<file path="config.mk">
export PLATFORM = sky130hd
export DESIGN_NAME = tmcl_top
export DESIGN_NICKNAME = d
export VERILOG_FILES = /design/src/logic/tmcl_pkg.sv /design/src/logic/tmcl_cmp_if.sv /design/src/logic/tmcl_compare.sv /design/src/logic/tmcl_top.sv
export SDC_FILE = /design/constraint.sdc
export NUM_CORES = 1
export LEC_CHECK = 0
export BUFFER_PORTS_ARGS = -buffer_cell sky130_fd_sc_hd__buf_2
export CORE_UTILIZATION = 60
export DETAILED_ROUTE_END_ITERATION = 16
export PLACE_DENSITY = 0.93
export REMOVE_ABC_BUFFERS = 1
export SLEW_MARGIN = 10
export SYNTH_ARGS = -nofsm -noshare
export SYNTH_HDL_FRONTEND = slang
export SYNTH_SLANG_ARGS = --single-unit
export TNS_END_PERCENT = 30
</file>
<file path="constraint.sdc">
create_clock -name REF_CLK -period 4.75 [get_ports REF_CLK]
set_input_delay 0.475 -clock REF_CLK [delete_from_list [all_inputs] [get_ports REF_CLK]]
set_output_delay 0.475 -clock REF_CLK [all_outputs]
set_load 0.05 [all_outputs]
</file>
<file path="src/logic/tmcl_pkg.sv">
`default_nettype none
package tmcl_pkg;
    // ----------------------------------------
    // clock and conversion timing
    // ----------------------------------------
    localparam int CLK_HZ = 20_000_000;
    localparam int SLOW_PERIOD_MS = 1000;
    localparam int SLOW_PERIOD_CYC = CLK_HZ / 1000 * SLOW_PERIOD_MS;
    localparam int NCH = 4;
    localparam int TW = 11;
    localparam int CH_ONCHIP = 0;
    // ----------------------------------------
    // register indices (byte address is four times the index)
    // ----------------------------------------
    localparam logic [5:0] IDX_ONCHIP_HI = 6'h00;
    localparam logic [5:0] IDX_REMOTE1_HI = 6'h01;
    localparam logic [5:0] IDX_STATUS = 6'h02;
    localparam logic [5:0] IDX_CFG = 6'h03;
    localparam logic [5:0] IDX_RATE = 6'h04;
    localparam logic [5:0] IDX_ONCHIP_HLIM = 6'h05;
    localparam logic [5:0] IDX_ONCHIP_LLIM = 6'h06;
    localparam logic [5:0] IDX_R1_HLIM_INT = 6'h07;
    localparam logic [5:0] IDX_R1_LLIM_INT = 6'h08;
    localparam logic [5:0] IDX_CFG_ALT = 6'h09;
    localparam logic [5:0] IDX_RATE_ALT = 6'h0A;
    localparam logic [5:0] IDX_ONCHIP_HLIM_ALT = 6'h0B;
    localparam logic [5:0] IDX_ONCHIP_LLIM_ALT = 6'h0C;
    localparam logic [5:0] IDX_R1_HLIM_INT_ALT = 6'h0D;
    localparam logic [5:0] IDX_R1_LLIM_INT_ALT = 6'h0E;
    localparam logic [5:0] IDX_REMOTE1_LO = 6'h10;
    localparam logic [5:0] IDX_R1_HLIM_FRAC = 6'h13;
    localparam logic [5:0] IDX_R1_LLIM_FRAC = 6'h14;
    localparam logic [5:0] IDX_R2_HLIM_INT = 6'h15;
    localparam logic [5:0] IDX_R2_LLIM_INT = 6'h16;
    localparam logic [5:0] IDX_R2_HLIM_FRAC = 6'h17;
    localparam logic [5:0] IDX_R2_LLIM_FRAC = 6'h18;
    localparam logic [5:0] IDX_REMOTE2_HI = 6'h23;
    localparam logic [5:0] IDX_REMOTE2_LO = 6'h24;
    localparam logic [5:0] IDX_BETA2 = 6'h26;
    localparam logic [5:0] IDX_ONCHIP_LO = 6'h29;
    localparam logic [5:0] IDX_REMOTE3_HI = 6'h2A;
    localparam logic [5:0] IDX_REMOTE3_LO = 6'h2B;
    localparam logic [5:0] IDX_R3_HLIM_INT = 6'h2C;
    localparam logic [5:0] IDX_R3_LLIM_INT = 6'h2D;
    localparam logic [5:0] IDX_R3_HLIM_FRAC = 6'h2E;
    localparam logic [5:0] IDX_R3_LLIM_FRAC = 6'h2F;
    localparam logic [5:0] IDX_HI_STAT = 6'h35;
    localparam logic [5:0] IDX_LO_STAT = 6'h36;
    // ----------------------------------------
    // reset values and field layout
    // ----------------------------------------
    localparam logic [7:0] CFG_RESET = 8'h00;
    localparam logic [7:0] CFG_WMASK = 8'hAF;
    localparam logic [7:0] RATE_RESET = 8'h06;
    localparam logic [7:0] RATE_WMASK = 8'h0F;
    localparam logic [7:0] HLIM_RESET = 8'h55;
    localparam logic [7:0] LLIM_RESET = 8'h00;
    localparam logic [7:0] FRAC_RESET = 8'h00;
    localparam logic [7:0] FRAC_WMASK = 8'hE0;
    localparam logic [7:0] BETA2_RESET = 8'h08;
    localparam int CFG_MASK_ALL = 7;
    localparam int CFG_COMP = 5;
    localparam int CFG_RECD = 3;
    localparam int CFG_RANGE = 2;
    localparam int CFG_DAVG = 1;
    localparam int CFG_ANTIPARALLEL_PAIR_DISABLE = 0;
    localparam int STAT_BUSY = 7;
    localparam int STAT_HIGH = 4;
    localparam int STAT_LOW = 3;
    // ----------------------------------------
    // bus states and helpers
    // ----------------------------------------
    typedef enum logic [1:0] {TMCL_IDLE = 2'b01, TMCL_ACK = 2'b10} tmcl_bus_t;

    // log2 of conversions per second for a rate code
    function automatic logic [2:0] rate_shift(input logic [3:0] code);
        logic [2:0] s;
        s = 3'd0;
        if (code >= 4'h5 && code <= 4'hA) begin
            s = 3'(code - 4'h4);
        end
        return s;
    endfunction

    // 11-bit limit from integer byte and left-justified fraction
    function automatic logic [10:0] limit11(input logic [7:0] int_b, input logic [7:0] frac_b);
        return {int_b, frac_b[7:5]};
    endfunction
endpackage
`default_nettype wire

</file>
<file path="src/logic/tmcl_cmp_if.sv">
`timescale 1ns/1ps
`default_nettype none
interface tmcl_cmp_if;
    logic [3:0][10:0] reading;
    logic [3:0][10:0] high_lim;
    logic [3:0][10:0] low_lim;
    logic [3:0] above;
    logic [3:0] at_or_below;
    modport ctrl(output reading, output high_lim, output low_lim, input above, input at_or_below);
    modport cmp(input reading, input high_lim, input low_lim, output above, output at_or_below);
endinterface
`default_nettype wire

</file>
<file path="src/logic/tmcl_compare.sv">
`timescale 1ns/1ps
`default_nettype none
module tmcl_compare (
    tmcl_cmp_if.cmp cif
);
    import tmcl_pkg::*;

    // ----------------------------------------
    // per-channel limit comparison
    // ----------------------------------------
    always_comb begin
        for (int c = 0; c < NCH; c++) begin
            cif.above[c] = cif.reading[c] > cif.high_lim[c];
            cif.at_or_below[c] = cif.reading[c] <= cif.low_lim[c];
        end
    end
endmodule
`default_nettype wire

</file>
<file path="src/logic/tmcl_top.sv">
// What this block does
// - configuration register answers at two addresses, one storage.
// - mask-all bit holds alert off in interrupt mode; else set status asserts alert.
// - status flags keep updating while alert is masked.
// - comparator-mode bit drives alert as comparator and ignores mask-all.
// - bit 3 set turns series resistance correction off on remote 2 and 3.
// - range bit picks plain binary or offset binary extended range.
// - averaging-off bit caps averaging at 1x, else rate picks averaging.
// - bit 0 selects one or two anti-parallel diodes on remote 2 pins.
// - beta compensation off on remote 2 and 3; remote 2 beta register ignored.
// - rate register at two addresses, 4-bit code, resets to 06h.
// - rate codes map to 1..64 conversions per second; Bh-Fh give one.
// - each conversion updates all channel results then compares against limits.
// - reading above high limit sets that channel's high flag.
// - reading at or below low limit sets that channel's low flag.
// - aliased limit registers are fully accessible at either address.
// - high and low limit per channel; remote channels add 3 fraction bits.
// - reading a limit status register clears it and its summary bit.
// - readings kept as 11 bits, integer high byte, fraction left-justified.
`timescale 1ns/1ps
`default_nettype none
module tmcl_top #(
    parameter int unsigned CONV_BASE_CYCLES = tmcl_pkg::SLOW_PERIOD_CYC
) (
    input wire logic REF_CLK,
    input wire logic RESET_N,
    input wire logic [7:0] AVS_ADDRESS,
    input wire logic AVS_READ,
    input wire logic AVS_WRITE,
    input wire logic [3:0] AVS_BYTEENABLE,
    input wire logic [31:0] AVS_WRITEDATA,
    output logic [31:0] AVS_READDATA,
    output logic AVS_WAITREQUEST,
    input wire logic [tmcl_pkg::TW-1:0] TEMP_ONCHIP,
    input wire logic [tmcl_pkg::TW-1:0] TEMP_REMOTE1,
    input wire logic [tmcl_pkg::TW-1:0] TEMP_REMOTE2,
    input wire logic [tmcl_pkg::TW-1:0] TEMP_REMOTE3,
    output logic CONVERT_TICK,
    output logic ALERT_N,
    output logic EXTENDED_RANGE,
    output logic SERIES_RESISTANCE_FIX_OFF_CH23,
    output logic DYNAMIC_AVERAGING_OFF,
    output logic ANTIPARALLEL_PAIR_DISABLE,
    output logic BETA_COMP_CH23_EN,
    output logic [3:0] SAMPLE_RATE_CODE
);
    import tmcl_pkg::*;

    // ----------------------------------------
    // storage
    // ----------------------------------------
    tmcl_bus_t state_reg;
    logic wait_reg;
    logic [31:0] rdata_reg;
    logic [7:0] cfg_reg;
    logic [7:0] rate_reg;
    logic [7:0] beta2_reg;
    logic [7:0] hi_int_reg [NCH];
    logic [7:0] lo_int_reg [NCH];
    logic [7:0] hi_frac_reg [NCH];
    logic [7:0] lo_frac_reg [NCH];
    logic [TW-1:0] temp_reg [NCH];
    logic [3:0] hi_stat_reg;
    logic [3:0] lo_stat_reg;
    logic [3:0] oor_reg;
    logic [31:0] tick_cnt_reg;
    logic tick_reg;
    logic busy_reg;
    logic alert_n_reg;
    logic beta_en_reg;
    logic [7:0] rd_byte;
    logic [5:0] idx;
    logic aligned;
    logic wr_commit;
    logic rd_commit;
    logic [31:0] period;
    logic [3:0] hi_set;
    logic [3:0] lo_set;
    logic hi_clr;
    logic lo_clr;
    logic alert_next;

    tmcl_cmp_if cif ();

    tmcl_compare u_cmp (
        .cif(cif)
    );

    // ----------------------------------------
    // bus decode
    // ----------------------------------------
    assign idx = AVS_ADDRESS[7:2];
    assign aligned = AVS_ADDRESS[1:0] == 2'b00;
    assign wr_commit = state_reg == TMCL_ACK && AVS_WRITE && AVS_BYTEENABLE[0] && aligned;
    assign rd_commit = state_reg == TMCL_ACK && AVS_READ && aligned;

    // ----------------------------------------
    // bus handshake, one wait cycle per access
    // ----------------------------------------
    always_ff @(posedge REF_CLK) begin
        if (!RESET_N) begin
            state_reg <= TMCL_IDLE;
            wait_reg <= 1'b1;
            rdata_reg <= 32'h0000_0000;
        end else begin
            unique case (state_reg)
                TMCL_IDLE: begin
                    if (AVS_READ || AVS_WRITE) begin
                        state_reg <= TMCL_ACK;
                        wait_reg <= 1'b0;
                        if (AVS_READ) begin
                            rdata_reg <= {24'h00_0000, rd_byte};
                        end
                    end
                end
                TMCL_ACK: begin
                    state_reg <= TMCL_IDLE;
                    wait_reg <= 1'b1;
                end
            endcase
        end
    end

    // ----------------------------------------
    // read mux
    // ----------------------------------------
    always_comb begin
        rd_byte = 8'h00;
        if (aligned) begin
            unique case (idx)
                IDX_CFG, IDX_CFG_ALT: rd_byte = cfg_reg;
                IDX_RATE, IDX_RATE_ALT: rd_byte = rate_reg;
                IDX_ONCHIP_HLIM, IDX_ONCHIP_HLIM_ALT: rd_byte = hi_int_reg[0];
                IDX_ONCHIP_LLIM, IDX_ONCHIP_LLIM_ALT: rd_byte = lo_int_reg[0];
                IDX_R1_HLIM_INT, IDX_R1_HLIM_INT_ALT: rd_byte = hi_int_reg[1];
                IDX_R1_LLIM_INT, IDX_R1_LLIM_INT_ALT: rd_byte = lo_int_reg[1];
                IDX_R1_HLIM_FRAC: rd_byte = hi_frac_reg[1];
                IDX_R1_LLIM_FRAC: rd_byte = lo_frac_reg[1];
                IDX_R2_HLIM_INT: rd_byte = hi_int_reg[2];
                IDX_R2_LLIM_INT: rd_byte = lo_int_reg[2];
                IDX_R2_HLIM_FRAC: rd_byte = hi_frac_reg[2];
                IDX_R2_LLIM_FRAC: rd_byte = lo_frac_reg[2];
                IDX_R3_HLIM_INT: rd_byte = hi_int_reg[3];
                IDX_R3_LLIM_INT: rd_byte = lo_int_reg[3];
                IDX_R3_HLIM_FRAC: rd_byte = hi_frac_reg[3];
                IDX_R3_LLIM_FRAC: rd_byte = lo_frac_reg[3];
                IDX_ONCHIP_HI: rd_byte = temp_reg[0][10:3];
                IDX_ONCHIP_LO: rd_byte = {temp_reg[0][2:0], 5'h00};
                IDX_REMOTE1_HI: rd_byte = temp_reg[1][10:3];
                IDX_REMOTE1_LO: rd_byte = {temp_reg[1][2:0], 5'h00};
                IDX_REMOTE2_HI: rd_byte = temp_reg[2][10:3];
                IDX_REMOTE2_LO: rd_byte = {temp_reg[2][2:0], 5'h00};
                IDX_REMOTE3_HI: rd_byte = temp_reg[3][10:3];
                IDX_REMOTE3_LO: rd_byte = {temp_reg[3][2:0], 5'h00};
                IDX_BETA2: rd_byte = beta2_reg;
                IDX_STATUS: begin
                    rd_byte[STAT_BUSY] = busy_reg;
                    rd_byte[STAT_HIGH] = |hi_stat_reg;
                    rd_byte[STAT_LOW] = |lo_stat_reg;
                end
                IDX_HI_STAT: rd_byte = {4'h0, hi_stat_reg};
                IDX_LO_STAT: rd_byte = {4'h0, lo_stat_reg};
                default: rd_byte = 8'h00;
            endcase
        end
    end

    // ----------------------------------------
    // configuration and rate registers
    // ----------------------------------------
    always_ff @(posedge REF_CLK) begin
        if (!RESET_N) begin
            cfg_reg <= CFG_RESET;
        end else if (wr_commit && (idx == IDX_CFG || idx == IDX_CFG_ALT)) begin
            cfg_reg <= AVS_WRITEDATA[7:0] & CFG_WMASK;
        end
    end

    always_ff @(posedge REF_CLK) begin
        if (!RESET_N) begin
            rate_reg <= RATE_RESET;
        end else if (wr_commit && (idx == IDX_RATE || idx == IDX_RATE_ALT)) begin
            rate_reg <= AVS_WRITEDATA[7:0] & RATE_WMASK;
        end
    end

    always_ff @(posedge REF_CLK) begin
        if (!RESET_N) begin
            beta2_reg <= BETA2_RESET;
        end else if (wr_commit && idx == IDX_BETA2) begin
            beta2_reg <= AVS_WRITEDATA[7:0];
        end
    end

    // ----------------------------------------
    // limit registers
    // ----------------------------------------
    always_ff @(posedge REF_CLK) begin
        if (!RESET_N) begin
            for (int c = 0; c < NCH; c++) begin
                hi_int_reg[c] <= HLIM_RESET;
                lo_int_reg[c] <= LLIM_RESET;
                hi_frac_reg[c] <= FRAC_RESET;
                lo_frac_reg[c] <= FRAC_RESET;
            end
        end else if (wr_commit) begin
            unique case (idx)
                IDX_ONCHIP_HLIM, IDX_ONCHIP_HLIM_ALT: hi_int_reg[0] <= AVS_WRITEDATA[7:0];
                IDX_ONCHIP_LLIM, IDX_ONCHIP_LLIM_ALT: lo_int_reg[0] <= AVS_WRITEDATA[7:0];
                IDX_R1_HLIM_INT, IDX_R1_HLIM_INT_ALT: hi_int_reg[1] <= AVS_WRITEDATA[7:0];
                IDX_R1_LLIM_INT, IDX_R1_LLIM_INT_ALT: lo_int_reg[1] <= AVS_WRITEDATA[7:0];
                IDX_R2_HLIM_INT: hi_int_reg[2] <= AVS_WRITEDATA[7:0];
                IDX_R2_LLIM_INT: lo_int_reg[2] <= AVS_WRITEDATA[7:0];
                IDX_R3_HLIM_INT: hi_int_reg[3] <= AVS_WRITEDATA[7:0];
                IDX_R3_LLIM_INT: lo_int_reg[3] <= AVS_WRITEDATA[7:0];
                // fraction keeps bits 7 to 5 only
                IDX_R1_HLIM_FRAC: hi_frac_reg[1] <= AVS_WRITEDATA[7:0] & FRAC_WMASK;
                IDX_R1_LLIM_FRAC: lo_frac_reg[1] <= AVS_WRITEDATA[7:0] & FRAC_WMASK;
                IDX_R2_HLIM_FRAC: hi_frac_reg[2] <= AVS_WRITEDATA[7:0] & FRAC_WMASK;
                IDX_R2_LLIM_FRAC: lo_frac_reg[2] <= AVS_WRITEDATA[7:0] & FRAC_WMASK;
                IDX_R3_HLIM_FRAC: hi_frac_reg[3] <= AVS_WRITEDATA[7:0] & FRAC_WMASK;
                IDX_R3_LLIM_FRAC: lo_frac_reg[3] <= AVS_WRITEDATA[7:0] & FRAC_WMASK;
                default: begin
                end
            endcase
        end
    end

    // ----------------------------------------
    // conversion timer
    // ----------------------------------------
    // period shrinks by powers of two
    assign period = CONV_BASE_CYCLES >> rate_shift(rate_reg[3:0]);

    always_ff @(posedge REF_CLK) begin
        if (!RESET_N) begin
            tick_cnt_reg <= 32'h0000_0000;
            tick_reg <= 1'b0;
        end else if (tick_cnt_reg + 32'h0000_0001 >= period) begin
            tick_cnt_reg <= 32'h0000_0000;
            tick_reg <= 1'b1;
        end else begin
            tick_cnt_reg <= tick_cnt_reg + 32'h0000_0001;
            tick_reg <= 1'b0;
        end
    end

    // latch all results, compare next cycle
    always_ff @(posedge REF_CLK) begin
        if (!RESET_N) begin
            busy_reg <= 1'b0;
            for (int c = 0; c < NCH; c++) begin
                temp_reg[c] <= '0;
            end
        end else begin
            busy_reg <= tick_reg;
            if (tick_reg) begin
                temp_reg[0] <= TEMP_ONCHIP;
                temp_reg[1] <= TEMP_REMOTE1;
                temp_reg[2] <= TEMP_REMOTE2;
                temp_reg[3] <= TEMP_REMOTE3;
            end
        end
    end

    // ----------------------------------------
    // comparator feed
    // ----------------------------------------
    // unsigned compare serves both formats
    always_comb begin
        for (int c = 0; c < NCH; c++) begin
            cif.reading[c] = temp_reg[c];
            if (c == CH_ONCHIP) begin
                cif.high_lim[c] = limit11(hi_int_reg[c], FRAC_RESET);
                cif.low_lim[c] = limit11(lo_int_reg[c], FRAC_RESET);
            end else begin
                cif.high_lim[c] = limit11(hi_int_reg[c], hi_frac_reg[c]);
                cif.low_lim[c] = limit11(lo_int_reg[c], lo_frac_reg[c]);
            end
        end
    end

    // ----------------------------------------
    // limit status, set wins over clear
    // ----------------------------------------
    assign hi_set = busy_reg ? cif.above : 4'h0;
    assign lo_set = busy_reg ? cif.at_or_below : 4'h0;
    assign hi_clr = rd_commit && idx == IDX_HI_STAT;
    assign lo_clr = rd_commit && idx == IDX_LO_STAT;

    always_ff @(posedge REF_CLK) begin
        if (!RESET_N) begin
            hi_stat_reg <= 4'h0;
        end else begin
            hi_stat_reg <= (hi_stat_reg & ~(hi_clr ? rdata_reg[3:0] : 4'h0)) | hi_set;
        end
    end

    always_ff @(posedge REF_CLK) begin
        if (!RESET_N) begin
            lo_stat_reg <= 4'h0;
        end else begin
            lo_stat_reg <= (lo_stat_reg & ~(lo_clr ? rdata_reg[3:0] : 4'h0)) | lo_set;
        end
    end

    always_ff @(posedge REF_CLK) begin
        if (!RESET_N) begin
            oor_reg <= 4'h0;
        end else if (busy_reg) begin
            oor_reg <= cif.above | cif.at_or_below;
        end
    end

    // ----------------------------------------
    // alert output
    // ----------------------------------------
    always_comb begin
        if (cfg_reg[CFG_COMP]) begin
            alert_next = |oor_reg;
        end else begin
            alert_next = !cfg_reg[CFG_MASK_ALL] && (|hi_stat_reg || |lo_stat_reg);
        end
    end

    always_ff @(posedge REF_CLK) begin
        if (!RESET_N) begin
            alert_n_reg <= 1'b1;
        end else begin
            alert_n_reg <= !alert_next;
        end
    end

    always_ff @(posedge REF_CLK) begin
        if (!RESET_N) begin
            beta_en_reg <= 1'b0;
        end else begin
            beta_en_reg <= 1'b0;
        end
    end

    // ----------------------------------------
    // outputs
    // ----------------------------------------
    assign AVS_READDATA = rdata_reg;
    assign AVS_WAITREQUEST = wait_reg;
    assign CONVERT_TICK = tick_reg;
    assign ALERT_N = alert_n_reg;
    assign EXTENDED_RANGE = cfg_reg[CFG_RANGE];
    // correction off for remote 2 and 3
    assign SERIES_RESISTANCE_FIX_OFF_CH23 = cfg_reg[CFG_RECD];
    assign DYNAMIC_AVERAGING_OFF = cfg_reg[CFG_DAVG];
    // one or two diodes on remote 2
    assign ANTIPARALLEL_PAIR_DISABLE = cfg_reg[CFG_ANTIPARALLEL_PAIR_DISABLE];
    assign BETA_COMP_CH23_EN = beta_en_reg;
    assign SAMPLE_RATE_CODE = rate_reg[3:0];
endmodule
`default_nettype wire

</file>
==> results of run 1 <==
-- cell usage after synthesis, types with 5 or more instances --
cell type / instances / area (sq um)
a2bb2oi_1: 5 / 43.8
inv_1: 99 / 372
and2_1: 74 / 463
dfxtp_1: 75 / 1500
and3_1: 56 / 350
xnor2_1: 13 / 114
nor2_1: 68 / 255
or3_1: 20 / 125
and4_1: 12 / 105
a222oi_1: 5 / 50.1
nor2b_4: 11 / 151
nand3_1: 46 / 230
o21a_1: 14 / 105
a21boi_0: 6 / 45.0
a31oi_1: 9 / 56.3
ha_1: 113 / 1410
xor2_1: 15 / 131
nor2b_2: 7 / 61.3
nand3b_1: 6 / 45.0
o21ai_0: 50 / 250
clkbuf_1: 53 / 199
nor3_1: 12 / 60.1
a32oi_1: 5 / 43.8
a221oi_1: 9 / 78.8
nor4bb_1: 5 / 50.1
o2111ai_1: 7 / 61.3
edfxtp_1: 126 / 3780
a21oi_1: 56 / 280
a21o_1: 16 / 120
buf_4: 25 / 188
nand2b_1: 6 / 37.5
mux2i_1: 24 / 240
nor2b_1: 24 / 150
nor4_1: 7 / 43.8
nand4_1: 30 / 188
a22oi_1: 11 / 82.6
a211oi_1: 5 / 37.5
a22o_1: 10 / 87.6
nand2_1: 68 / 255
-- cells in the final DEF, fill, tap and decap left out, types with 46 or more instances in the layout --
master / instances
dfxtp_1: 75
a21oi_1: 56
nand3_1: 46
edfxtp_1: 126
ha_1: 113
nor2_1: 68
nand2_1: 68
inv_1: 99
and3_1: 56
and2_1: 74
o21ai_0: 50
buf_2: 83
-- cell type report --
type	instances	area, sq um
multi-input cells	931	6610
clock buffers	24	589
flip-flops and latches	201	5290
well taps	270	338
fillers	1544	6520
inverters	100	375
clock inverters	17	244
repair buffers	90	468
-- worst max-delay path, cell delays in order, from the launching register on --
cell	delay, ns
dfxtp_1	0.43
nand2b_1	0.23
nor2_1	0.11
o21ai_0	0.59
inv_1	0.22
ha_1	0.27
and2_1	0.17
nor2b_1	0.13
ha_1	0.25
nand4_1	0.15
nor4_1	0.08
a221oi_1	0.28
a21oi_1	0.15
or4_4	0.81
and2b_1	0.28
-- final timing paths --
check                                      from         endpoint  depth (start not counted)
worst max-delay path                rate_reg[2]  tick_cnt_reg[3]                         14
worst min-delay path            TEMP_REMOTE2[8]   temp_reg[2][8]                          2
worst max register to register      rate_reg[2]  tick_cnt_reg[3]                         14
worst min register to register  AVS_READDATA[4]  AVS_READDATA[4]                          1
-- power by group --
group	internal [mW]	total, mW	switching (mW)
Sequential	1.92	1.99	0.0750
Clock	1.23	1.97	0.740
Combinational	0.141	0.432	0.291
Total	3.29	4.39	1.11
-- metrics by stage --
step           std cells  hold slack, ns
2_1_floorplan       1232           0.443
3_3_place_gp        1592           0.428
3_5_place_dp        1592           0.455
4_1_cts             1633           0.268
5_1_grt             1633           0.276
6_report            1633           0.269
-- layer usage --
| metal | track usage | vias up |
|---|---|---|
| met1 | 0.444 | 5044 |
| met2 | 0.564 | 703 |
| met5 | 0 | - |
| met3 | 0.0714 | 173 |
| met4 | 0.189 | 0 |
| li1 | - | 4761 |
-- cells by family (layout without fill, tap and decap cells) --
family                   after synthesis  after routing  synth area share
AND/OR/NAND/NOR                      488            488             0.229
AO/OA/AOI/OAI                        246            246             0.135
flip-flops                           201            201             0.420
buffers and inverters                186            231            0.0648
adder cells (fa/ha/maj)              113            113             0.112
XOR/XNOR                              28             28            0.0195
multiplexers                          24             24            0.0191
other                                  1             32          0.000298
==> reports/results.txt, run 1 <==
Routed vias/inst -> 6.54
Setup-failing EPs final -> 0
Largest net degree at the start of global routing -> 48
RSZ-0062 raised after global routing -> no
Nets@finish -> 1552
Crit Path Category -> reg2reg
Initial Util -> 0.616
Site Rows -> 52
Synth Flop Type -> edfxtp_1
Width of the die -> 147 um
Vias in the first global route -> 10500
Routed wire length -> 37600 um
Syn. warnings -> 0
Area growth, synth to finish -> 10.5%
Synth Register Bits -> 201
Post-CTS setup buffers -> 0
Mapped Avg Cell Area -> 9.78 sq um
IO buf count -> 83
CTS tree -> yes
Global-route wire length before repair -> 58000 um
Clock-pin slew on the worst setup and hold paths -> 0.06 ns
Die area -> 21600 sq um
Post-cts gate resize count -> 0
Critical Path Sink Type -> flop
Final Instance Area -> 13900 sq um
Die Ht -> 147 um
Post-Synthesis Cells -> 1287
Final hold violations -> 0
Grt total ovfl -> 0
R2r setup slk -> 0.53 ns
Post-DRT Antenna Nets -> 0
Rel. slew slack -> 0.185
Hpwl dp -> 27200 um
CTS Buf Count -> 23
Pwr/cell area -> 316 nW/um^2
Clk sink count -> 201
Maxcap violations -> 0
Sequential fraction of the synthesis area -> 0.420
CP startpoint kind -> flop
M1 WL -> 14200 um
CTS hold repair buffers -> 0
Status -> finished, final reports clean
Max FFs per register -> 44
Pre-CTS setup slack -> 0.643 ns
Routed via count -> 10700
Antenna violations before repair -> 0
Final TNS setup -> 0 ns
Layout cells sized above 1 -> 0.123
Util after Layout -> 0.681
Placed cell area -> 13100 sq um
Post-synth EDFFs -> 126
Hold Crit Class -> in2reg
Pre-antenna DRT Iters -> 7
WL met2 -> 17100 um
Library cells used by synthesis -> 80
Slew Viols, Final -> 0
Fin crit period -> 4.22 ns
Crit path arrival time -> 4.68 ns
Met3 Wirelength -> 4090 um
Final GP Congestion -> 1.02
Top-Level Pins -> 136
Syn Std Cell Area -> 12600 sq um
Total GRT Usage -> 0.351
CTS Root Cell -> clkbuf_16
Total Power -> 4.39 mW
WL/cell -> 23.0 um
Worst VDD drop -> 0.000275 V
Max Used Layer -> met4
Worst Path Max Fanout -> 25
Clk_skew -> 0.00993 ns
H-tree depth -> 1
CTS Buffer Depth -> 3
Worst EP required -> 5.21 ns
N_diodes -> 0
Final worst setup slack -> 0.535 ns
CORE AREA -> 20400 sq um
Fmax -> 237 MHz
Leak pwr -> 6.06 nW
Post-synth ARST share -> 0
Tcrit/Tclk final -> 0.887
# DRC -> 0
Skew-Pair Late Insertion Delay -> 0.52 ns
First-iteration detailed-routing DRC count -> 1200
Worst-margin pin slew -> 1.21 ns
Power figures use the tool's default switching activity.
==> run 2, diff against run 1 <==
--- a/config.mk
+++ b/config.mk
@@ -10,2 +10,3 @@
 export DETAILED_ROUTE_END_ITERATION = 16
+export GPL_TIMING_DRIVEN = 0
 export PLACE_DENSITY = 0.93
==> constraint.sdc (replaced) <==
create_clock -name REF_CLK -period 4.75 [get_ports REF_CLK]
set_input_delay 0.2375 -clock REF_CLK [delete_from_list [all_inputs] [get_ports REF_CLK]]
set_output_delay 0.2375 -clock REF_CLK [all_outputs]
set_load 0.05 [all_outputs]
==> run 2 against run 1 <==
Effect of this change: clock power is 9% lower; total power is 3.8% lower; count of clock-buffer cells in the layout is 5 higher; final area is 0.65% lower; register-to-register slack better by 0.05 ns; sequential cell count stayed put; global-route usage is 0.32 points lower; core utilization is 0.44 points lower; largest power group unchanged.
==> reports/results.txt, run 2 (same netlist as run 1, synthesis figures left out) <==
Hpwl dp -> 26600 um
Setup-failing EPs final -> 0
Final GP Congestion -> 1.02
CTS Root Cell -> clkbuf_16
Fmax -> 240 MHz
IO buf count -> 83
Final std cells w/o fill -> 1628
Total Power -> 4.22 mW
Clock-pin slew on the worst setup and hold paths -> 0.06 ns
Placed cells -> 1586
Routed via count -> 10600
Die Ht -> 147 um
Gate power share -> 0.101
Util after Layout -> 0.676
Pre-antenna DRT Iters -> 7
Tcrit/Tclk final -> 0.877
Antenna violations before repair -> 0
Worst path cell trace -> nand2b_1 > nor2_1 > o21ai_0 > ha_1 > and2_1 > o21bai_1 > ha_1 > a21oi_1 > o221ai_1 > a21oi_1 > o21ai_0 > or4_4 > and2b_1
Fin crit period -> 4.16 ns
Crit path arrival time -> 4.63 ns
Die area -> 21600 sq um
Grt total ovfl -> 0
Worst hold start -> TEMP_REMOTE3[5]
Flop pwr share -> 0.474
Leak pwr -> 5.99 nW
Max FFs per register -> 44
First-iteration detailed-routing DRC count -> 1195
CTS hold repair buffers -> 0
Leading cell type in the layout, fill and taps excluded -> edfxtp_1
Site Rows -> 52
Initial Util -> 0.616
Nets@finish -> 1546
N_diodes -> 0
Worst-margin pin slew -> 1.20 ns
R2r setup slk -> 0.59 ns
WP buf/inv -> 0
Global-route wire length before repair -> 57600 um
Placed cell area -> 13100 sq um
Top-Level Pins -> 136
CP startpoint kind -> flop
P_sw -> 1.09 mW
R2r worst-path depth -> 13
R2R Path Start -> rate_reg[2]
CP max-delay cell -> or4_4
# DRC -> 0
Post-CTS setup buffers -> 0
Final Instance Area -> 13800 sq um
CTS Buffer Depth -> 3
RR Endpoint -> tick_cnt_reg[2]
Skew-Pair Late Insertion Delay -> 0.52 ns
CORE AREA -> 20400 sq um
Worst EP required -> 5.22 ns
Hold Crit Class -> in2reg
Routed vias/inst -> 6.53
Worst Path Max Fanout -> 25
CTS Buf Count -> 23
Clock power share -> 0.425
Area growth, synth to finish -> 9.75%
Final TNS setup -> 0 ns
CP startpoint -> rate_reg[2]
Critical Path Stages -> 13
Post-cts gate resize count -> 0
Layout cells sized above 1 -> 0.118
Largest net degree at the start of global routing -> 79
Slew Viols, Final -> 0
CP Capture Point -> tick_cnt_reg[2]
Family with the most delay on the worst path -> simple AND/OR/NAND/NOR gates
Clk sink count -> 201
Clk_skew -> 0.0164 ns
Routed wire length -> 37100 um
Status -> finished, final reports clean
Total GRT Usage -> 0.347
Post-DRT Antenna Nets -> 0
Width of the die -> 147 um
Rel. slew slack -> 0.197
CTS tree -> yes
Final hold violations -> 0
Internal power -> 3.13 mW
Highest-count cells in the layout ignoring fill and taps -> edfxtp_1 (126), ha_1 (113), inv_1 (99)
Maxcap violations -> 0
WL/cell -> 22.8 um
H-tree depth -> 1
Crit Path Category -> reg2reg
Vias in the first global route -> 10600
Pwr/cell area -> 306 nW/um^2
Critical Path Sink Type -> flop
Crit-path max cell delay -> 0.78 ns
Worst VDD drop -> 0.000232 V
Net switching fraction of the power -> 0.258
RSZ-0062 raised after global routing -> no
-- run 2: cell count changes in the layout (fill, tap and decap cells not counted), sizes merged --
| cell | change |
|---|---|
| buf | -6 |
| clkbuf | +5 |
| bufinv | -3 |
| inv | -1 |
-- run 2: final cells by class --
cell class                 count  area (sq um)
multi-input combinational    931          6620
clock buffer                  29           608
fill                        1491          6610
tap                          270           338
inverter                     100           375
sequential                   201          5290
timing repair buffer          84           438
clock inverter                13           151
-- run 2: worst min-delay path by stage --
stage	end	cells after the start
after floorplan	beta2_reg[3]	1
after global placement	AVS_READDATA[7]	2
after detailed placement	AVS_READDATA[4]	1
after CTS	temp_reg[3][3]	2
after global routing	temp_reg[3][3]	2
final	temp_reg[3][5]	2
-- run 2: through the flow --
| stage | setup WS (ns) | hold slack, ns |
|---|---|---|
| floorplan | 0.826 | 0.299 |
| global placement | 0.802 | 0.427 |
| detailed placement | 0.698 | 0.439 |
| CTS | 0.660 | 0.0214 |
| global route | 0.414 | 0.0444 |
| finish | 0.585 | 0.0273 |
-- run 2: routing by layer --
layer,track usage,wire [um],part of all wire
met1,0.445,13800,0.37
met2,0.556,16700,0.45
met3,0.0581,4260,0.11
met4,0.204,2310,0.062
met5,0,0,0
-- run 2: power by group through the flow --
stage               logic, mW  registers [mW]  clock network (mW)
finish                  0.427            2.00                1.80
detailed placement      0.411            2.03                   0
global route            0.464            2.00                1.86
CTS                     0.416            2.00                1.79
global placement        0.389            2.03                   0
floorplan               0.253            2.00                   0
-- run 2: worst register-to-register path, delay by kind of cell (launching register included) --
| kind | cells | cell delay [ns] |
|---|---|---|
| adders and majority gates | 2 | 0.70 |
| DFF | 1 | 0.44 |
| and+or+nand+nor | 5 | 1.64 |
| AOI/OAI and AO/OA | 6 | 1.33 |
==> run 3, diff against run 2 <==
- ABC_AREA: not set -> 1
- CTS_CLUSTER_SIZE: not set -> 25
==> run 3 against run 2 <==
Effect of this change: clock skew shrank 0.0044 ns; routed wire length grew 1.9%; cell count grew 26%; count of clock-buffer cells in the layout grew 2; final area grew 2.3%; hold slack lost 0.027 ns; critical path type unchanged; largest power group unchanged.
==> reports/results.txt, run 3 <==
Final Instance Area -> 14100 sq um
Post-CTS setup buffers -> 0
Commonest cells post-synth -> nand2_1 (406), nor2_1 (263), inv_1 (242)
Top-Level Pins -> 136
Worst hold slack -> 0.000782 ns
Pre-antenna DRT Iters -> 6
Synth Flop Type -> edfxtp_1
First-iteration detailed-routing DRC count -> 1614
Crit Path Category -> reg2reg
Die area -> 21700 sq um
Global-route wire length before repair -> 58800 um
Sequential fraction of the synthesis area -> 0.417
RSZ-0062 raised after global routing -> no
Library cells used by synthesis -> 40
Synth Register Bits -> 201
CORE AREA -> 20500 sq um
Crit path arrival time -> 4.21 ns
Hold Crit Endpoint -> temp_reg[1][10]
RR Endpoint -> tick_cnt_reg[3]
Clk sink count -> 201
Largest net degree at the start of global routing -> 49
Max FFs per register -> 44
Post-DRT Antenna Nets -> 0
CP startpoint kind -> flop
Area share of the largest cell type after synthesis -> 0.299
Status -> finished, final reports clean
Grt total ovfl -> 0
N_diodes -> 0
Clk_skew -> 0.0120 ns
Nets@finish -> 1965
Post-Synthesis Cells -> 1661
Worst hold start -> TEMP_REMOTE1[10]
Highest-count cells in the layout ignoring fill and taps -> nand2_1 (405), nor2_1 (263), inv_1 (242)
Post-synth ARST share -> 0
Hpwl dp -> 28100 um
Final TNS setup -> 0 ns
Worst EP required -> 5.15 ns
Worst VDD drop -> 0.000319 V
Most common cell in the netlist -> nand2_1
Post-synth top area cell -> edfxtp_1
Slew Viols, Final -> 0
Skew-Pair Late Insertion Delay -> 0.53 ns
Site Rows -> 52
CTS Buf Count -> 23
Rel. slew slack -> 0.207
Width of the die -> 147 um
Worst Path Max Fanout -> 25
Fmax -> 262 MHz
Final worst setup slack -> 0.933 ns
Pwr/cell area -> 297 nW/um^2
Routed via count -> 12000
CTS Root Cell -> clkbuf_16
Clock-pin slew on the worst setup and hold paths -> 0.06 ns
R2r setup slk -> 0.93 ns
Final hold violations -> 0
Total Power -> 4.20 mW
Syn Std Cell Area -> 12700 sq um
Hold Crit Class -> in2reg
Worst-margin pin slew -> 1.19 ns
CTS tree -> yes
Post-synth EDFFs -> 126
Hold Crit Depth -> 3
Antenna violations before repair -> 0
R2r worst-path depth -> 22
R2R Path Start -> rate_reg[3]
Routed vias/inst -> 5.86
# DRC -> 0
Leak pwr -> 6.74 nW
Initial Util -> 0.618
Area growth, synth to finish -> 11.5%
Total GRT Usage -> 0.351
CTS Buffer Depth -> 3
Setup-failing EPs final -> 0
Leading cell type in the layout, fill and taps excluded -> nand2_1
Layout cells sized above 1 -> 0.0996
Tcrit/Tclk final -> 0.803
Synth area leaders -> edfxtp_1 (30%), nand2_1 (12%), dfxtp_1 (12%)
Routed wire length -> 37800 um
IO buf count -> 83
Die Ht -> 147 um
Mapped Avg Cell Area -> 7.63 sq um
H-tree depth -> 1
Post-cts gate resize count -> 0
Vias in the first global route -> 11600
CTS hold repair buffers -> 8
Final GP Congestion -> 1.05
Pre-CTS setup slack -> 1.01 ns
Placed cell area -> 13300 sq um
WL/cell -> 18.5 um
Maxcap violations -> 0
Syn. warnings -> 0
Critical Path Sink Type -> flop
Fin crit period -> 3.82 ns
-- run 3: cell types whose count changed after synthesis, moves of 24 or more --
cell,before,now
a21oi_1,56,85
o21ai_0,50,92
clkbuf_1,53,20
nor2_2,2,28
nand2_1,68,406
and3_1,56,0
and2_1,74,0
inv_1,99,242
mux2i_1,24,0
nor2b_1,24,0
nor2_1,68,263
-- run 3: logic make-up after synthesis --
| kind of cell | after synthesis | synth area share |
|---|---|---|
| AND/OR/NAND/NOR | 820 | 0.272 |
| AO/OA/AOI/OAI | 210 | 0.0892 |
| flip-flops | 201 | 0.417 |
| XOR/XNOR | 19 | 0.0131 |
| adder cells (fa/ha/maj) | 113 | 0.112 |
| buffers and inverters | 297 | 0.0969 |
| other | 1 | 0.000296 |
-- run 3: how the worst max path moves through the flow --
stage / start / to / slack (ns) / cells after the start
6_report: rate_reg[3] / tick_cnt_reg[3] / 0.93 / 22
5_1_grt: rate_reg[3] / tick_cnt_reg[15] / 0.50 / 22
4_1_cts: rate_reg[3] / tick_cnt_reg[15] / 0.99 / 22
3_5_place_dp: rate_reg[3] / tick_cnt_reg[1] / 1.01 / 22
3_3_place_gp: rate_reg[3] / tick_cnt_reg[4] / 1.20 / 22
2_1_floorplan: rate_reg[3] / tick_cnt_reg[0] / 1.25 / 22
-- run 3: final cells by class --
type | count | area (sq um)
Inverter | 247 | 927
Sequential cell | 201 | 5290
Tap cell | 270 | 338
Clock buffer | 31 | 636
Multi-Input combinational cell | 1194 | 6280
Fill cell | 1601 | 6360
Clock inverter | 11 | 128
Timing Repair Buffer | 93 | 538
-- run 3: per-layer routing --
metal | global-route usage | wire (um) | vias up
met3 | 0.0789 | 4850 | 190
met4 | 0.192 | 2240 | 0
li1 | - | - | 5496
met2 | 0.560 | 17100 | 846
met1 | 0.442 | 13600 | 5468
met5 | 0 | 0 | -
-- run 3: stage by stage --
step,utilization,std cells
6_report,0.689,2047
5_1_grt,0.689,2047
4_1_cts,0.689,2046
3_5_place_dp,0.648,1996
3_3_place_gp,0.646,1995
2_1_floorplan,-,1642
-- run 3: where the power goes --
| part | internal (mW) | total (mW) | leakage (nW) | switching (mW) |
|---|---|---|---|---|
| Combinational | 0.119 | 0.417 | 4.46 | 0.298 |
| Clock | 1.06 | 1.82 | 0.381 | 0.758 |
| Sequential | 1.91 | 1.97 | 1.90 | 0.0541 |
| Total | 3.09 | 4.20 | 6.74 | 1.11 |
-- run 3: worst max-delay path, stage by stage (launching register included) --
cell     delay [ns]
dfxtp_1        0.38
inv_1          0.08
nor2_1         0.12
inv_1          0.09
nor3_1         0.14
o21ai_0        0.12
nor2_1         0.31
inv_1          0.14
ha_1           0.32
inv_1          0.07
nand2_1        0.12
o21ai_0        0.16
inv_1          0.06
ha_1           0.30
nand2_1        0.08
nor4_1         0.31
nand2_1        0.09
nand2_1        0.09
nand2_1        0.06
nand2_1        0.07
nand2_1        0.11
nand3_4        0.37
nor2_1         0.07
